==> src/design/lser_pkg.sv <==
// Package for the link status and error register slice.
// Assumes an 8-bit register port driven by the I2C slave logic.
package lser_pkg;
  // ****************************************
  // Register offsets
  // ****************************************
  localparam logic [7:0] ADDR_ACK_SETUP = 8'h09;
  localparam logic [7:0] ADDR_CRC_LOW = 8'h0A;
  localparam logic [7:0] ADDR_CRC_HIGH = 8'h0B;
  localparam logic [7:0] ADDR_STATUS = 8'h0C;
  // ****************************************
  // Reset values and fields
  // ****************************************
  localparam logic [3:0] ACK_SETUP_RESET = 4'h1;
  localparam logic [15:0] CRC_COUNT_MAX = 16'hFFFF;
  localparam logic [15:0] CRC_COUNT_ONE = 16'h0001;
  localparam int STS_VIDEO_ERR = 6;
  localparam int STS_LANE_ERR = 5;
  localparam int STS_LINK_LOST = 4;
  localparam int STS_SELFTEST_CRC = 3;
  localparam int STS_PCLK = 2;
  localparam int STS_REMOTE_CRC = 1;
  localparam int STS_LINK_DETECT = 0;
  // ****************************************
  // Timing
  // ****************************************
  localparam int CLK_PERIOD_NS = 25;
  localparam int SETUP_BASE_NS = 80;
  localparam int SETUP_STEP_NS = 640;
  localparam int SETUP_BASE_CYC = (SETUP_BASE_NS + CLK_PERIOD_NS - 1)
      / CLK_PERIOD_NS;
  localparam int SETUP_STEP_CYC = SETUP_STEP_NS / CLK_PERIOD_NS;
  localparam int SETUP_CNT_W = 10;

  // Per-port raw event and level inputs
  typedef struct packed {
    logic bridgeForwardError;
    logic commandOverflow;
    logic endOfTransmissionError;
    logic readWithoutTurnaround;
    logic protocolErrorDetect;
    logic laneSyncError;
    logic laneSignalFault;
    logic linkLoss;
    logic selfTestCrcError;
    logic pixelClockValid;
    logic remoteCrcError;
    logic cableLinkDetect;
    logic backChannelCrcError;
  } lser_port_in_type;

  typedef struct packed {
    logic write;
    logic read;
    logic [7:0] addr;
    logic [7:0] wdata;
  } lser_reg_req_type;
endpackage

==> src/design/lser_status_regs.sv <==
// Link status and error registers with ack setup timing.
// Assumes port inputs are synchronous to clk; pins pass three flops.
`timescale 1ns/1ps
// Function
// - A read-only 16-bit back-channel CRC count shows at 0xA and 0xB.
// - The CRC count clears only on the external error-clear control.
// - Port-specific values follow the second-port select.
// - Bit 6 is the OR of five video-input errors, not cleared by read.
// - In dual modes bit 6 covers either video input.
// - Bit 5 is the OR of lane errors on the selected input, or on either input in dual modes, kept on read.
// - Bit 4 sets on link loss and holds until error clear.
// - Bit 3 sets on self-test CRC error, clears on restart or clear.
// - Bit 2 shows a valid pixel clock above the minimum frequency.
// - In split modes bit 2 shows the selected port.
// - Bit 1 sets on remote CRC error, clears on link loss or clear.
// - Bit 0 shows cable link detect on the selected port.
module lser_status_regs (
  input wire logic clk,
  input wire logic arst_n,
  input wire lser_pkg::lser_reg_req_type regReq,
  output logic [7:0] regRdata,
  input wire lser_pkg::lser_port_in_type port0In,
  input wire lser_pkg::lser_port_in_type port1In,
  input wire logic secondPortSelect,
  input wire logic dualInputMode,
  input wire logic errorClear,
  input wire logic selfTestRestart,
  input wire logic remoteAccessActive,
  input wire logic ackCycleStart,
  output logic ackDataRelease
);
  import lser_pkg::*;

  // ****************************************
  // Per-port sticky flags and counters
  // ****************************************
  logic [3:0] setupField_q, setupField_d;
  logic [15:0] crcCount_q [2];
  logic [15:0] crcCount_d [2];
  logic linkLost_q [2];
  logic linkLost_d [2];
  logic selfCrc_q [2];
  logic selfCrc_d [2];
  logic remCrc_q [2];
  logic remCrc_d [2];
  logic [7:0] highLatch_q, highLatch_d;
  logic [7:0] rdata_d;
  lser_port_in_type pin [2];
  lser_port_in_type sel;

  function automatic logic videoErr(input lser_port_in_type p);
    videoErr = p.bridgeForwardError | p.commandOverflow |
        p.endOfTransmissionError | p.readWithoutTurnaround |
        p.protocolErrorDetect;
  endfunction

  function automatic logic laneErr(input lser_port_in_type p);
    laneErr = p.laneSyncError | p.laneSignalFault;
  endfunction

  assign pin[0] = port0In;
  assign pin[1] = port1In;

  always_comb begin
    sel = secondPortSelect ? port1In : port0In;
    for (int i = 0; i < 2; i++) begin
      crcCount_d[i] = crcCount_q[i];
      if (errorClear) begin
        crcCount_d[i] = '0;
      end else if (pin[i].backChannelCrcError &&
          crcCount_q[i] != CRC_COUNT_MAX) begin
        crcCount_d[i] = crcCount_q[i] + CRC_COUNT_ONE;
      end
      // Set wins over clear so no event is lost
      linkLost_d[i] = pin[i].linkLoss |
          (linkLost_q[i] & ~errorClear);
      selfCrc_d[i] = pin[i].selfTestCrcError |
          (selfCrc_q[i] & ~errorClear & ~selfTestRestart);
      remCrc_d[i] = pin[i].remoteCrcError |
          (remCrc_q[i] & ~errorClear & ~pin[i].linkLoss);
    end
    setupField_d = setupField_q;
    if (regReq.write && regReq.addr == ADDR_ACK_SETUP) begin
      setupField_d = regReq.wdata[3:0];
    end
    highLatch_d = highLatch_q;
    rdata_d = 8'h00;
    if (regReq.read) begin
      case (regReq.addr)
        ADDR_ACK_SETUP: rdata_d = {4'h0, setupField_q};
        ADDR_CRC_LOW: begin
          rdata_d = crcCount_q[secondPortSelect][7:0];
          highLatch_d = crcCount_q[secondPortSelect][15:8];
        end
        ADDR_CRC_HIGH: rdata_d = highLatch_q;
        ADDR_STATUS: begin
          // Reads leave every flag untouched
          rdata_d[STS_VIDEO_ERR] = dualInputMode ?
              (videoErr(port0In) | videoErr(port1In)) :
              videoErr(sel);
          rdata_d[STS_LANE_ERR] = dualInputMode ?
              (laneErr(port0In) | laneErr(port1In)) :
              laneErr(sel);
          rdata_d[STS_LINK_LOST] = linkLost_q[secondPortSelect];
          rdata_d[STS_SELFTEST_CRC] = selfCrc_q[secondPortSelect];
          rdata_d[STS_PCLK] = sel.pixelClockValid;
          rdata_d[STS_REMOTE_CRC] = remCrc_q[secondPortSelect];
          rdata_d[STS_LINK_DETECT] = sel.cableLinkDetect;
        end
        default: rdata_d = 8'h00;
      endcase
    end
  end

  always_ff @(posedge clk or negedge arst_n) begin
    if (!arst_n) begin
      setupField_q <= ACK_SETUP_RESET;
      highLatch_q <= 8'h00;
      regRdata <= 8'h00;
      for (int i = 0; i < 2; i++) begin
        crcCount_q[i] <= '0;
        linkLost_q[i] <= 1'b0;
        selfCrc_q[i] <= 1'b0;
        remCrc_q[i] <= 1'b0;
      end
    end else begin
      setupField_q <= setupField_d;
      highLatch_q <= highLatch_d;
      regRdata <= rdata_d;
      for (int i = 0; i < 2; i++) begin
        crcCount_q[i] <= crcCount_d[i];
        linkLost_q[i] <= linkLost_d[i];
        selfCrc_q[i] <= selfCrc_d[i];
        remCrc_q[i] <= remCrc_d[i];
      end
    end
  end

  // ****************************************
  // Ack setup timer
  // ****************************************
  // Base rounds up to 4 cycles, step rounds down to 25; neither keeps the nominal figure
  logic [SETUP_CNT_W-1:0] setupCnt_q, setupCnt_d;
  logic busy_q, busy_d;
  logic release_d;

  always_comb begin
    setupCnt_d = setupCnt_q;
    busy_d = busy_q;
    release_d = 1'b0;
    if (ackCycleStart && remoteAccessActive) begin
      busy_d = 1'b1;
      setupCnt_d = SETUP_CNT_W'(SETUP_BASE_CYC) +
          SETUP_CNT_W'(SETUP_STEP_CYC) *
          SETUP_CNT_W'(setupField_q);
    end else if (busy_q) begin
      if (setupCnt_q <= SETUP_CNT_W'(1)) begin
        busy_d = 1'b0;
        release_d = 1'b1;
      end else begin
        setupCnt_d = setupCnt_q - SETUP_CNT_W'(1);
      end
    end
  end

  always_ff @(posedge clk or negedge arst_n) begin
    if (!arst_n) begin
      setupCnt_q <= '0;
      busy_q <= 1'b0;
      ackDataRelease <= 1'b0;
    end else begin
      setupCnt_q <= setupCnt_d;
      busy_q <= busy_d;
      ackDataRelease <= release_d;
    end
  end

  // ****************************************
  // Checks on port 0 flags, counter, timer and status port select
  // ****************************************
  chk_link_lost_hold: assert property (
      @(posedge clk) disable iff (!arst_n)
      linkLost_q[0] && !errorClear |=> linkLost_q[0])
    else $error("link lost flag dropped without clear");
  chk_link_lost_set: assert property (
      @(posedge clk) disable iff (!arst_n)
      port0In.linkLoss |=> linkLost_q[0])
    else $error("link lost flag missed an event");
  chk_crc_clear: assert property (
      @(posedge clk) disable iff (!arst_n)
      errorClear |=> crcCount_q[0] == '0)
    else $error("crc count not cleared");
  chk_crc_hold: assert property (
      @(posedge clk) disable iff (!arst_n)
      !port0In.backChannelCrcError && !errorClear
      |=> $stable(crcCount_q[0]))
    else $error("crc count moved without cause");
  chk_crc_saturate: assert property (
      @(posedge clk) disable iff (!arst_n)
      crcCount_q[0] == CRC_COUNT_MAX && !errorClear
      |=> crcCount_q[0] == CRC_COUNT_MAX)
    else $error("crc count wrapped");
  chk_crc_count: assert property (
      @(posedge clk) disable iff (!arst_n)
      port0In.backChannelCrcError && !errorClear &&
      crcCount_q[0] != CRC_COUNT_MAX
      |=> crcCount_q[0] == $past(crcCount_q[0]) + CRC_COUNT_ONE)
    else $error("crc count did not step");
  chk_self_clear: assert property (
      @(posedge clk) disable iff (!arst_n)
      selfTestRestart && !port0In.selfTestCrcError |=> !selfCrc_q[0])
    else $error("self-test flag survived restart");
  chk_self_set: assert property (
      @(posedge clk) disable iff (!arst_n)
      port0In.selfTestCrcError |=> selfCrc_q[0])
    else $error("self-test flag missed an event");
  chk_rem_clear: assert property (
      @(posedge clk) disable iff (!arst_n)
      port0In.linkLoss && !port0In.remoteCrcError |=> !remCrc_q[0])
    else $error("remote crc flag survived link loss");
  chk_rem_set: assert property (
      @(posedge clk) disable iff (!arst_n)
      port0In.remoteCrcError |=> remCrc_q[0])
    else $error("remote crc flag missed an event");
  // Release is registered, so it shows one edge after the count ends
  chk_setup_time: assert property (
      @(posedge clk) disable iff (!arst_n)
      ackCycleStart && remoteAccessActive && setupField_q == 4'h0
      ##1 !ackCycleStart [*4] |=> ackDataRelease)
    else $error("ack setup time wrong");
  chk_release_pulse: assert property (
      @(posedge clk) disable iff (!arst_n)
      ackDataRelease |=> !ackDataRelease)
    else $error("ack release longer than one cycle");
  chk_status_select: assert property (
      @(posedge clk) disable iff (!arst_n)
      regReq.read && regReq.addr == ADDR_STATUS
      |=> regRdata[STS_LINK_DETECT] == $past(sel.cableLinkDetect))
    else $error("link detect bit wrong port");
endmodule

==> config.mk <==
export PLATFORM = sky130hd
export DESIGN_NAME = lser_status_regs
export DESIGN_NICKNAME = d
export VERILOG_FILES = /design/src/design/lser_pkg.sv /design/src/design/lser_status_regs.sv
export SDC_FILE = /design/constraint.sdc
export NUM_CORES = 1
export LEC_CHECK = 0
export BUFFER_PORTS_ARGS = -buffer_cell sky130_fd_sc_hd__buf_2
export CAP_MARGIN = 30
export CORE_MARGIN = 2
export CORE_UTILIZATION = 30
export DETAILED_ROUTE_END_ITERATION = 6
export SLEW_MARGIN = 10
export SYNTH_ARGS = -nofsm -noshare
export SYNTH_HDL_FRONTEND = slang
export SYNTH_SLANG_ARGS = --single-unit
==> constraint.sdc <==
create_clock -name clk -period 3.2 [get_ports clk]
set_input_delay 0.32 -clock clk [delete_from_list [all_inputs] [get_ports clk]]
set_output_delay 0.32 -clock clk [all_outputs]
set_load 0.01 [all_outputs]
Yosys cells after proc, flatten, opt, wreduce, memory -nomap -nowiden
Cells that the tools add are included.
{"block": "totals", "in_bits": 52, "word_cells": 106, "out_inout_bits": 9, "register_bits": 70}
{"block": "op_classes", "magnitude_cmp": 2, "addsub": 4, "n_bitwise": 38, "muxes": 31, "reduce_logical": 9, "n_mul": 1, "n_eq_ne": 7}
{"op": "16-bit 2-to-1 mux", "n": 7}
{"op": "16-bit by 1-bit adder with 16-bit output, second input constant", "n": 2}
{"op": "8-bit by 4-bit equality test with 1-bit output, second input constant", "n": 4}
{"op": "16-bit inequality test, second input constant", "n": 2}
{"op": "10-bit 2-to-1 mux", "n": 3}
{"op": "7-bit one-hot mux with 4 select lines", "n": 1}
{"op": "1-bit bitwise OR", "n": 23}
{"op": "1-bit 2-to-1 mux", "n": 17}
{"op": "13-bit 2-to-1 mux", "n": 1}
{"op": "3-bit by 9-bit adder with 10-bit output, first input constant", "n": 1}
{"op": "1-bit AND", "n": 10}
{"op": "10-bit by 1-bit <= comparator with 1-bit output, second input constant", "n": 1}
{"op": "10-bit by 1-bit subtractor with 10-bit output, second input constant", "n": 1}
{"op": "5-bit by 4-bit multiplier with 9-bit output, first input constant", "n": 1}
{"op": "8-bit 2-to-1 mux", "n": 1}
{"op": "2-bit nonzero test", "n": 3}
{"op": "1-bit logical AND", "n": 4}
{"op": "1-bit inverter", "n": 4}
{"op": "2-bit AND reduction", "n": 2}
{"op": "2-bit >= comparator, second input constant", "n": 1}
{"op": "2-bit inequality test, second input constant", "n": 1}
{"op": "1-bit inverter with 2-bit output", "n": 1}
{"op": "1-bit one-hot mux with 2 select lines", "n": 1}

Longest topological paths before layout
Gate-level depths: netlist of the first run.
{"block": "depth", "word_depth": 8, "mapped_depth": 10, "mapped_depth_nobuf": 10}

Worst setup path before layout of the first run
No wires, ideal clock.
{"block": "synth_timing", "path_type": "reg2reg", "start": "reg setupField_q[0]", "end": "reg setupCnt_q[7]", "setup_time_ns": 0.143, "t_required_ns": 3.057, "t_arrival_ns": 1.995, "synth_period_minus_slack_ns": 2.138, "n_path_buf": 0, "path_slack_ns": 1.062, "path_stages_with_launch": 11, "path_cell_list": "dfstp_2 inv_1 fa_1 inv_1 ha_1 ha_1 inv_1 fa_1 xnor2_1 nor2_1 a31oi_1"}
{"block": "synth_via", "elab_chain_len": 3}
{"item": "start: declaration", "line": "lser_status_regs.sv:37", "text": "logic [3:0] setupField_q, setupField_d;"}
{"item": "start signal: assignment", "line": "lser_status_regs.sv:127", "text": "setupField_q <= setupField_d;"}
{"item": "5-bit by 4-bit multiplier with 9-bit output", "line": "lser_status_regs.sv:154", "text": "SETUP_CNT_W'(SETUP_STEP_CYC) *"}
{"item": "3-bit by 9-bit adder with 10-bit output", "line": "lser_status_regs.sv:153", "text": "setupCnt_d = SETUP_CNT_W'(SETUP_BASE_CYC) +"}
{"item": "10-bit 2-to-1 mux", "line": "lser_status_regs.sv:151", "text": "if (ackCycleStart && remoteAccessActive) begin"}
{"item": "end signal: assignment", "line": "lser_status_regs.sv:172", "text": "setupCnt_q <= setupCnt_d;"}
{"item": "end: declaration", "line": "lser_status_regs.sv:143", "text": "logic [SETUP_CNT_W-1:0] setupCnt_q, setupCnt_d;"}
No other way between the ends.
A chain may end at the register's enable or synchronous reset.

Worst setup path after layout of the first run
Ends and elaborated chain as after synthesis.

==> metrics, run 1 <==
Post-synth EDFFs 0; Async SR Flop Fraction between 90% and 100%; Crit path top cell by count inv_1; Worst path max stage delay roughly 570 ps; critical path class reg -> reg; total number of vias around 3,500; run status completed; most used flip-flop cell after synthesis dfrtp_1; CP Launch Type flop; CP cell instances inv_1 > fa_1 > inv_1 > ha_1 > ha_1 > inv_1 > fa_1 > xnor2_1 > nor2_1 > a31oi_1; CTS tree yes; Tot GR Track Use between 15 and 20%; DR pass1 iterations 4; Vias per Instance roughly 5.3; sequential area share after synthesis ~43%; clock skew 8.64 ps; IO Pins 61; Pint about 1.7 mW; footprint of the multi-input gates around 2200 sq um; post-synth top area cell dfrtp_1; Seq cells post-synth 70; Worst slew margin between 50% and 60%; Die Width approximately 120 um; switch share ~27%; CTS Buf Count 9; net count after synthesis roughly 500; total power roughly 2.4 mW; Max Fclk 430 MHz; CP arrival around 2600 ps; Area growth, synth to finish 19.8%; Detailed Route WL around 10 mm; Post-Syn Area between 4000 and 5000 sq um; power density over the cells a little under 500 nW/um^2; Final #Nets about 550; HP Class in -> reg; gr ovfl total 0; Synth Area per Inst 9.58 sq um; crit path max fanout 5; fin. max-slew vios 0; CP required ~3500 ps; post-synthesis instance total between 400 and 500; Die Y between 100 and 150 um; Routed Antenna Nets 0; DRC 0; Slowest cell on crit path dfstp_2; vias in the first global route around 3,500; synth warn 0; part of the cycle the worst path needs approximately 73%; Setup crit end kind flop; Final Setup Violations 0; combinational share of power 14.5%; initial core utilization between 30% and 40%; Area contributors post-synth dfrtp_1 (43%), mux2i_1 (4.9%), ha_1 (4.6%); Seq pwr share between 40% and 50%; core area 13,200 sq um; Fillers between 1,000 and 1,500; clock sink count 70; top-area cell type share of the netlist area a little over two fifths; synth unique cells 49; layout cells sized above 1 a little over a fifth; Max clock buf depth 2; initial antenna violation count 1; Max rail drop VDD between 0.3 and 0.4 mV; worst-skew pair later-pin latency 340 ps; IO Port Bufs 56; Post-DP HPWL approximately 7.6 mm; crit path time final 2320 ps; total leakage power 2.06 nW; number of cell rows 42; setup_tns 0 ps; RSZ-0062 raised after global routing no; Wirelength per Cell 15.7 um; die area around 14,000 sq um; worst slew pin tran ~710 ps; clock share of power between 40% and 50%; Iteration-0 DRC Markers around 220; largest net degree at the start of global routing 37; clk root buf clkbuf_16; CTS clk-pin slew, worst paths around 60 ps; NetSw 0.643 mW; Final Hold Vio Count 0; Seq. cell area 1750 sq um; Setup Fix Bufs, Post-CTS 0; first-pass GRT wire length ~17 mm; final RePlAce weighted congestion about 0.83; MaxCap Viol Count 0; H-Tree Level Count 3
==> sequential cells by signal (all words and copies together) (netlist names) <==
name	flops
ackDataRelease	1
busy_q	1
crcCount_q	32
highLatch_q	8
linkLost_q	2
regRdata	8
remCrc_q	2
selfCrc_q	2
setupCnt_q	10
setupField_q	4
==> routing by layer <==
layer | GRT usage (%) | routed length, um
met1 | 19.1 | 4730
met4 | 5.52 | 218
met5 | 0 | 0
met3 | 3.54 | 427
met2 | 25.0 | 5020
==> cells by family (layout without fill, tap and decap cells) <==
group / after synthesis / in the layout / synth area share, %
compound gates: 113 / 113 / 18.1
xor+xnor: 6 / 6 / 1.30
fa+ha+maj: 17 / 17 / 5.62
buf+inv: 33 / 97 / 3.18
flops: 70 / 70 / 43.2
mux: 30 / 30 / 7.72
other cells: 0 / 1 / 0
simple gates: 154 / 154 / 20.9
==> final timing paths <==
kind / start / end / slack (ps) / depth (start not counted)
worst max-delay path: setupField_q[0] / setupCnt_q[7] / 880 / 10
worst min-delay path: port1In[4] / selfCrc_q[0] / 150 / 2
min in group asynchronous: arst_n / regRdata[3] / 490 / 2
worst max register to register: setupField_q[0] / setupCnt_q[7] / 880 / 10
worst min register to register: linkLost_q[0] / linkLost_q[0] / 470 / 1
max in group asynchronous: arst_n / crcCount_q[21] / 1910 / 3
==> area by class of cell <==
cell class / count / share of cell area (%)
diodes: 1 / 0.0515
clock buffers: 10 / 4.92
clock inverters: 6 / 1.26
inverters: 18 / 1.39
multi-input cells: 320 / 44.9
flip-flops and latches: 70 / 36.1
well taps: 176 / 4.53
repair buffers: 63 / 6.90
==> metrics by stage <==
step	util, %	setup slack, ps	cell area (sq um)	hold slack, ps	instances
2_1_floorplan	-	1060	4050	24.4	423
3_3_place_gp	34.3	906	4550	320	646
3_5_place_dp	34.3	879	4550	331	646
4_1_cts	36.7	871	4860	152	663
5_1_grt	36.7	719	4860	168	663
6_report	36.7	876	4860	154	664
==> cell usage in the layout, fill, tap and decap left out, types with 14 or more instances in the layout <==
cell and instances:
buf_2 56, nor2_1 23, mux2i_1 20, nand2_1 35, dfrtp_1 69, nand3_1 14, inv_1 18, a21oi_1 32
or3_1 19, ha_1 15, or4_1 20, o21ai_0 27
==> power by group through the flow <==
| stage | clock [mW] | combinational [mW] | sequential (mW) |
|---|---|---|---|
| detailed placement | 0 | 0.347 | 1.03 |
| floorplan | 0 | 0.237 | 1.01 |
| global placement | 0 | 0.335 | 1.02 |
| CTS | 1.02 | 0.351 | 1.01 |
| global route | 1.06 | 0.388 | 1.03 |
| finish | 1.01 | 0.344 | 1.01 |
==> cell usage after synthesis, types with 3 or more instances <==
cell       count
inv_1         18
a2bb2oi_1      4
nand3_1       14
buf_2          4
o21ai_0       27
nor3b_1        3
o2111ai_1      4
or3_1         19
a21o_1         6
mux2i_1       20
ha_1          15
or2_2          6
a21oi_1       32
and3_1         3
a31oi_1        5
clkbuf_1      10
o41ai_1        4
and2_1         3
mux2_2        10
o31ai_1       13
nor2b_1        3
nor3_1         5
o211ai_1       6
nand2_1       35
o311ai_0       4
or4_1         20
nor2_1        23
dfrtp_1       69
nand4_1        8
nor4_1         3
xnor2_1        3
xor2_1         3
==> critical path, delay by kind of cell, from the launching register on <==
family / cells / cell delay (ps)
AOI/OAI and AO/OA: 1 / 150
DFF: 1 / 570
and+or+nand+nor: 1 / 60
adders and majority gates: 4 / 1120
buffers and inverters: 3 / 200
xor gates and xnor gates: 1 / 160
==> what timing repair did <==
action                    CTS  global route
hold endpoints to repair   20             0
resized for setup           0             0
hold buffers                1             0
No activity file was read; power rests on OpenSTA's default activity.
==> run 2: changes to the inputs <==
- ABC_AREA: not set -> 1
- clock period: 3.2 -> 2 ns (I/O delays scaled with it)
==> run 2 against run 1 <==
  * Count of clock-buffer cells in the layout up 2
  * Power up 64%
  * Critical path depth up 2
  * The run now ends with negative setup slack left
  * Routed wire length up 16%
  * Core utilization up 1.3 points
==> metrics, run 2 <==
clock share of power 45.2% (was 42.7%); crit path max fanout 3 (was 5); reg2reg start setupField_q[0] (unchanged); part of the cycle the worst path needs 108% (was 72.6%); commonest cells after routing, fill and taps aside nand2_1 (248), nor2_1 (88), dfrtp_1 (69), buf_2 (55), inv_1 (53) (was dfrtp_1 (69), buf_2 (56), nand2_1 (35), a21oi_1 (32), o21ai_0 (27)); clock sink count 70 (unchanged); global route hottest layer met2 (unchanged); CTS tree yes (unchanged); Setup crit end kind flop (unchanged); DR pass1 iterations 6 (was 4); number of cell rows 44 (was 42); initial antenna violation count 0 (was 1); crit path time final 2150 ps (was 2320 ps); largest net degree at the start of global routing 38 (was 37); Final Hold Vio Count 0 (unchanged); Final Non-Filler Cells 928 (was 664); critical path class reg -> reg (unchanged); sequential area share after synthesis 38.6% (was 43.2%); Post-Syn Area 4540 sq um (was 4050 sq um); core area 14,600 sq um (was 13,200 sq um); RSZ-0062 raised after global routing yes (was no); failing checks negative setup slack; DRC 0 (unchanged); Wirelength per Cell 13.0 um (was 15.7 um); Place WS -198 ps (was 879 ps); gr ovfl total 0 (unchanged); CP Launch Type flop (unchanged); NetSw 1.04 mW (was 0.643 mW); CTS Buf Count 9 (unchanged); Reg with most FFs crcCount_q (unchanged); final worst slack -155 ps (was 876 ps); clock skew 5.80 ps (was 8.64 ps); net count after synthesis 731 (was 492); Area contributors post-synth dfrtp_1 (38%), nand2_1 (21%), nor2_1 (7.3%) (was dfrtp_1 (43%), mux2i_1 (4.9%), ha_1 (4.6%)); post-synthesis instance total 662 (was 423); first-pass GRT wire length 20.5 mm (was 17.2 mm); Pint 2.85 mW (was 1.73 mW); combinational share of power 14.7% (was 14.5%); switch share 26.7% (was 27.1%); layout cells sized above 1 17.2% (was 20.9%); Synth top cells by count nand2_1 (249), nor2_1 (88), dfrtp_1 (69) (was dfrtp_1 (69), nand2_1 (35), a21oi_1 (32)); Die Width 127 um (was 120 um); fin. max-slew vios 0 (unchanged); Placed Cells 908 (was 646); total leakage power 2.83 nW (was 2.06 nW); GRT met2 Usage 25.9% (was 25.0%); Post-DP HPWL 8.81 mm (was 7.64 mm); Max Fclk 464 MHz (was 430 MHz); Seq pwr share 40.1% (was 42.8%); most numerous cell in the Yosys netlist nand2_1 (was dfrtp_1); origin of the worst setup path setupField_q[0] (unchanged); vias in the first global route 4,258 (was 3,497); CTS clk-pin slew, worst paths 60 ps (about the same); Max clock buf depth 2 (unchanged); Ant. Diodes 0 (was 1); Synth Area per Inst 6.86 sq um (was 9.58 sq um); top-area cell type share of the netlist area 38.0% (was 42.6%); final RePlAce weighted congestion 0.833 (was 0.828); Seq cells post-synth 70 (unchanged); MaxCap Viol Count 0 (unchanged); Post-synth EDFFs 0 (unchanged); IO Pins 61 (unchanged); Final #Nets 808 (was 551); synth warn 0 (unchanged); Max rail drop VDD 0.453 mV (was 0.315 mV); IO Port Bufs 56 (unchanged); r2r setup slk -150 ps (was 880 ps); initial core utilization 31.0% (was 30.6%); r2r worst-path depth 12 (was 10); M1 GR Usage 21.1% (was 19.1%); CP arrival 2420 ps (was 2590 ps); total number of vias 4,358 (was 3,549); Critical R2R Capture setupCnt_q[9] (was setupCnt_q[7]); crit path to setupCnt_q[9] (was setupCnt_q[7]); Worst slew margin 64.3% (was 52.4%); HP Class in -> reg (unchanged); Vias per Instance 4.70 (was 5.34); Iteration-0 DRC Markers 350 (was 219); biggest regs crcCount_q (32), setupCnt_q (10) (unchanged); synth unique cells 33 (was 49); H-Tree Level Count 3 (unchanged); run status finished with violations (was completed); Detailed Route WL 12.1 mm (was 10.4 mm); most common cell after layout, fill and taps aside nand2_1 (was dfrtp_1); Tot GR Track Use 15.8% (was 15.1%); Die Y 127 um (was 120 um); Final Setup Violations 3 (was 0); Area growth, synth to finish 22.7% (was 19.8%); CP required 2270 ps (was 3470 ps); max FFs per register 32 (unchanged); Routed Antenna Nets 0 (unchanged); clk root buf clkbuf_16 (unchanged); Async SR Flop Fraction 100% (unchanged); met3 Use GR 3.18% (was 3.54%); power density over the cells 697 nW/um^2 (was 488 nW/um^2); post-synth top area cell dfrtp_1 (unchanged); most used flip-flop cell after synthesis dfrtp_1 (unchanged); worst slew pin tran 534 ps (was 714 ps); die area 16,100 sq um (was 14,500 sq um); worst-skew pair later-pin latency 340 ps (about the same)
-- run 2: critical path: stages, from the launching register on --
cell     delay (ps)
dfstp_2         540
inv_2            50
fa_2            330
inv_2            70
ha_4            130
ha_4            130
inv_2            40
fa_2            340
inv_2            60
nand3_1          70
a21oi_1         140
nor2_1           60
a21oi_1         120
-- run 2: what timing repair did --
| item | CTS | global route |
|---|---|---|
| endpoints found under the hold margin | 29 | 0 |
| setup endpoints to repair | 4 | 4 |
| gates resized for setup | 5 | 6 |
| hold buffers | 1 | 0 |
| pin swaps | 4 | 3 |
| buffers inserted | 1 | 2 |
-- run 2: layout make-up --
type                       count  area (sq um)
fill                        1521          9080
clock buffer                  12           246
tap                          184           230
clock inverter                 4          70.1
multi-input combinational    515          2550
timing repair buffer          81           485
inverter                      62           233
sequential                    70          1750
-- run 2: cells by family (layout without fill, tap and decap cells) --
| logic type | Yosys count | in the layout | synth area share [%] |
|---|---|---|---|
| mux | 1 | 1 | 0.221 |
| xor+xnor | 12 | 12 | 2.32 |
| fa+ha+maj | 17 | 17 | 5.02 |
| compound gates | 70 | 70 | 8.57 |
| simple gates | 415 | 415 | 38.4 |
| flops | 70 | 70 | 38.6 |
| buf+inv | 77 | 159 | 6.86 |
-- run 2: worst min-delay path by stage --
stage               startpoint              to  slack, ps  cells after the start
6_report            port0In[2]     remCrc_q[1]         60                      2
3_3_place_gp            arst_n  crcCount_q[28]        180                      1
2_1_floorplan           arst_n  ackDataRelease       -100                      0
5_1_grt        selfTestRestart    selfCrc_q[1]         60                      2
3_5_place_dp            arst_n  crcCount_q[28]        180                      1
4_1_cts             port0In[2]     remCrc_q[1]         50                      2
-- run 2: stage by stage --
step	setup TNS (ps)	utilization, %	total power [mW]	instance area [sq um]	hold WS [ps]
floorplan	-267	-	1.91	4550	-95.6
global placement	-440	35.2	2.11	5150	178
detailed placement	-553	35.2	2.12	5150	178
CTS	-309	37.7	3.89	5520	50.9
global route	-680	38.0	4.07	5570	57.3
finish	-375	38.0	3.88	5570	56.0
-- run 2: power by group through the flow --
stage / logic (mW) / registers (mW) / clock network [mW]
after floorplan: 0.339 / 1.57 / 0
after global placement: 0.531 / 1.58 / 0
after detailed placement: 0.536 / 1.58 / 0
after CTS: 0.556 / 1.56 / 1.78
after global routing: 0.658 / 1.57 / 1.85
final: 0.572 / 1.56 / 1.75
-- run 2: metal layers --
metal / up-vias / part of all wire (%)
li1: 2265 / -
met3: 14 / 4.1
met2: 83 / 45
met5: - / 0
met1: 1996 / 49
met4: 0 / 1.6
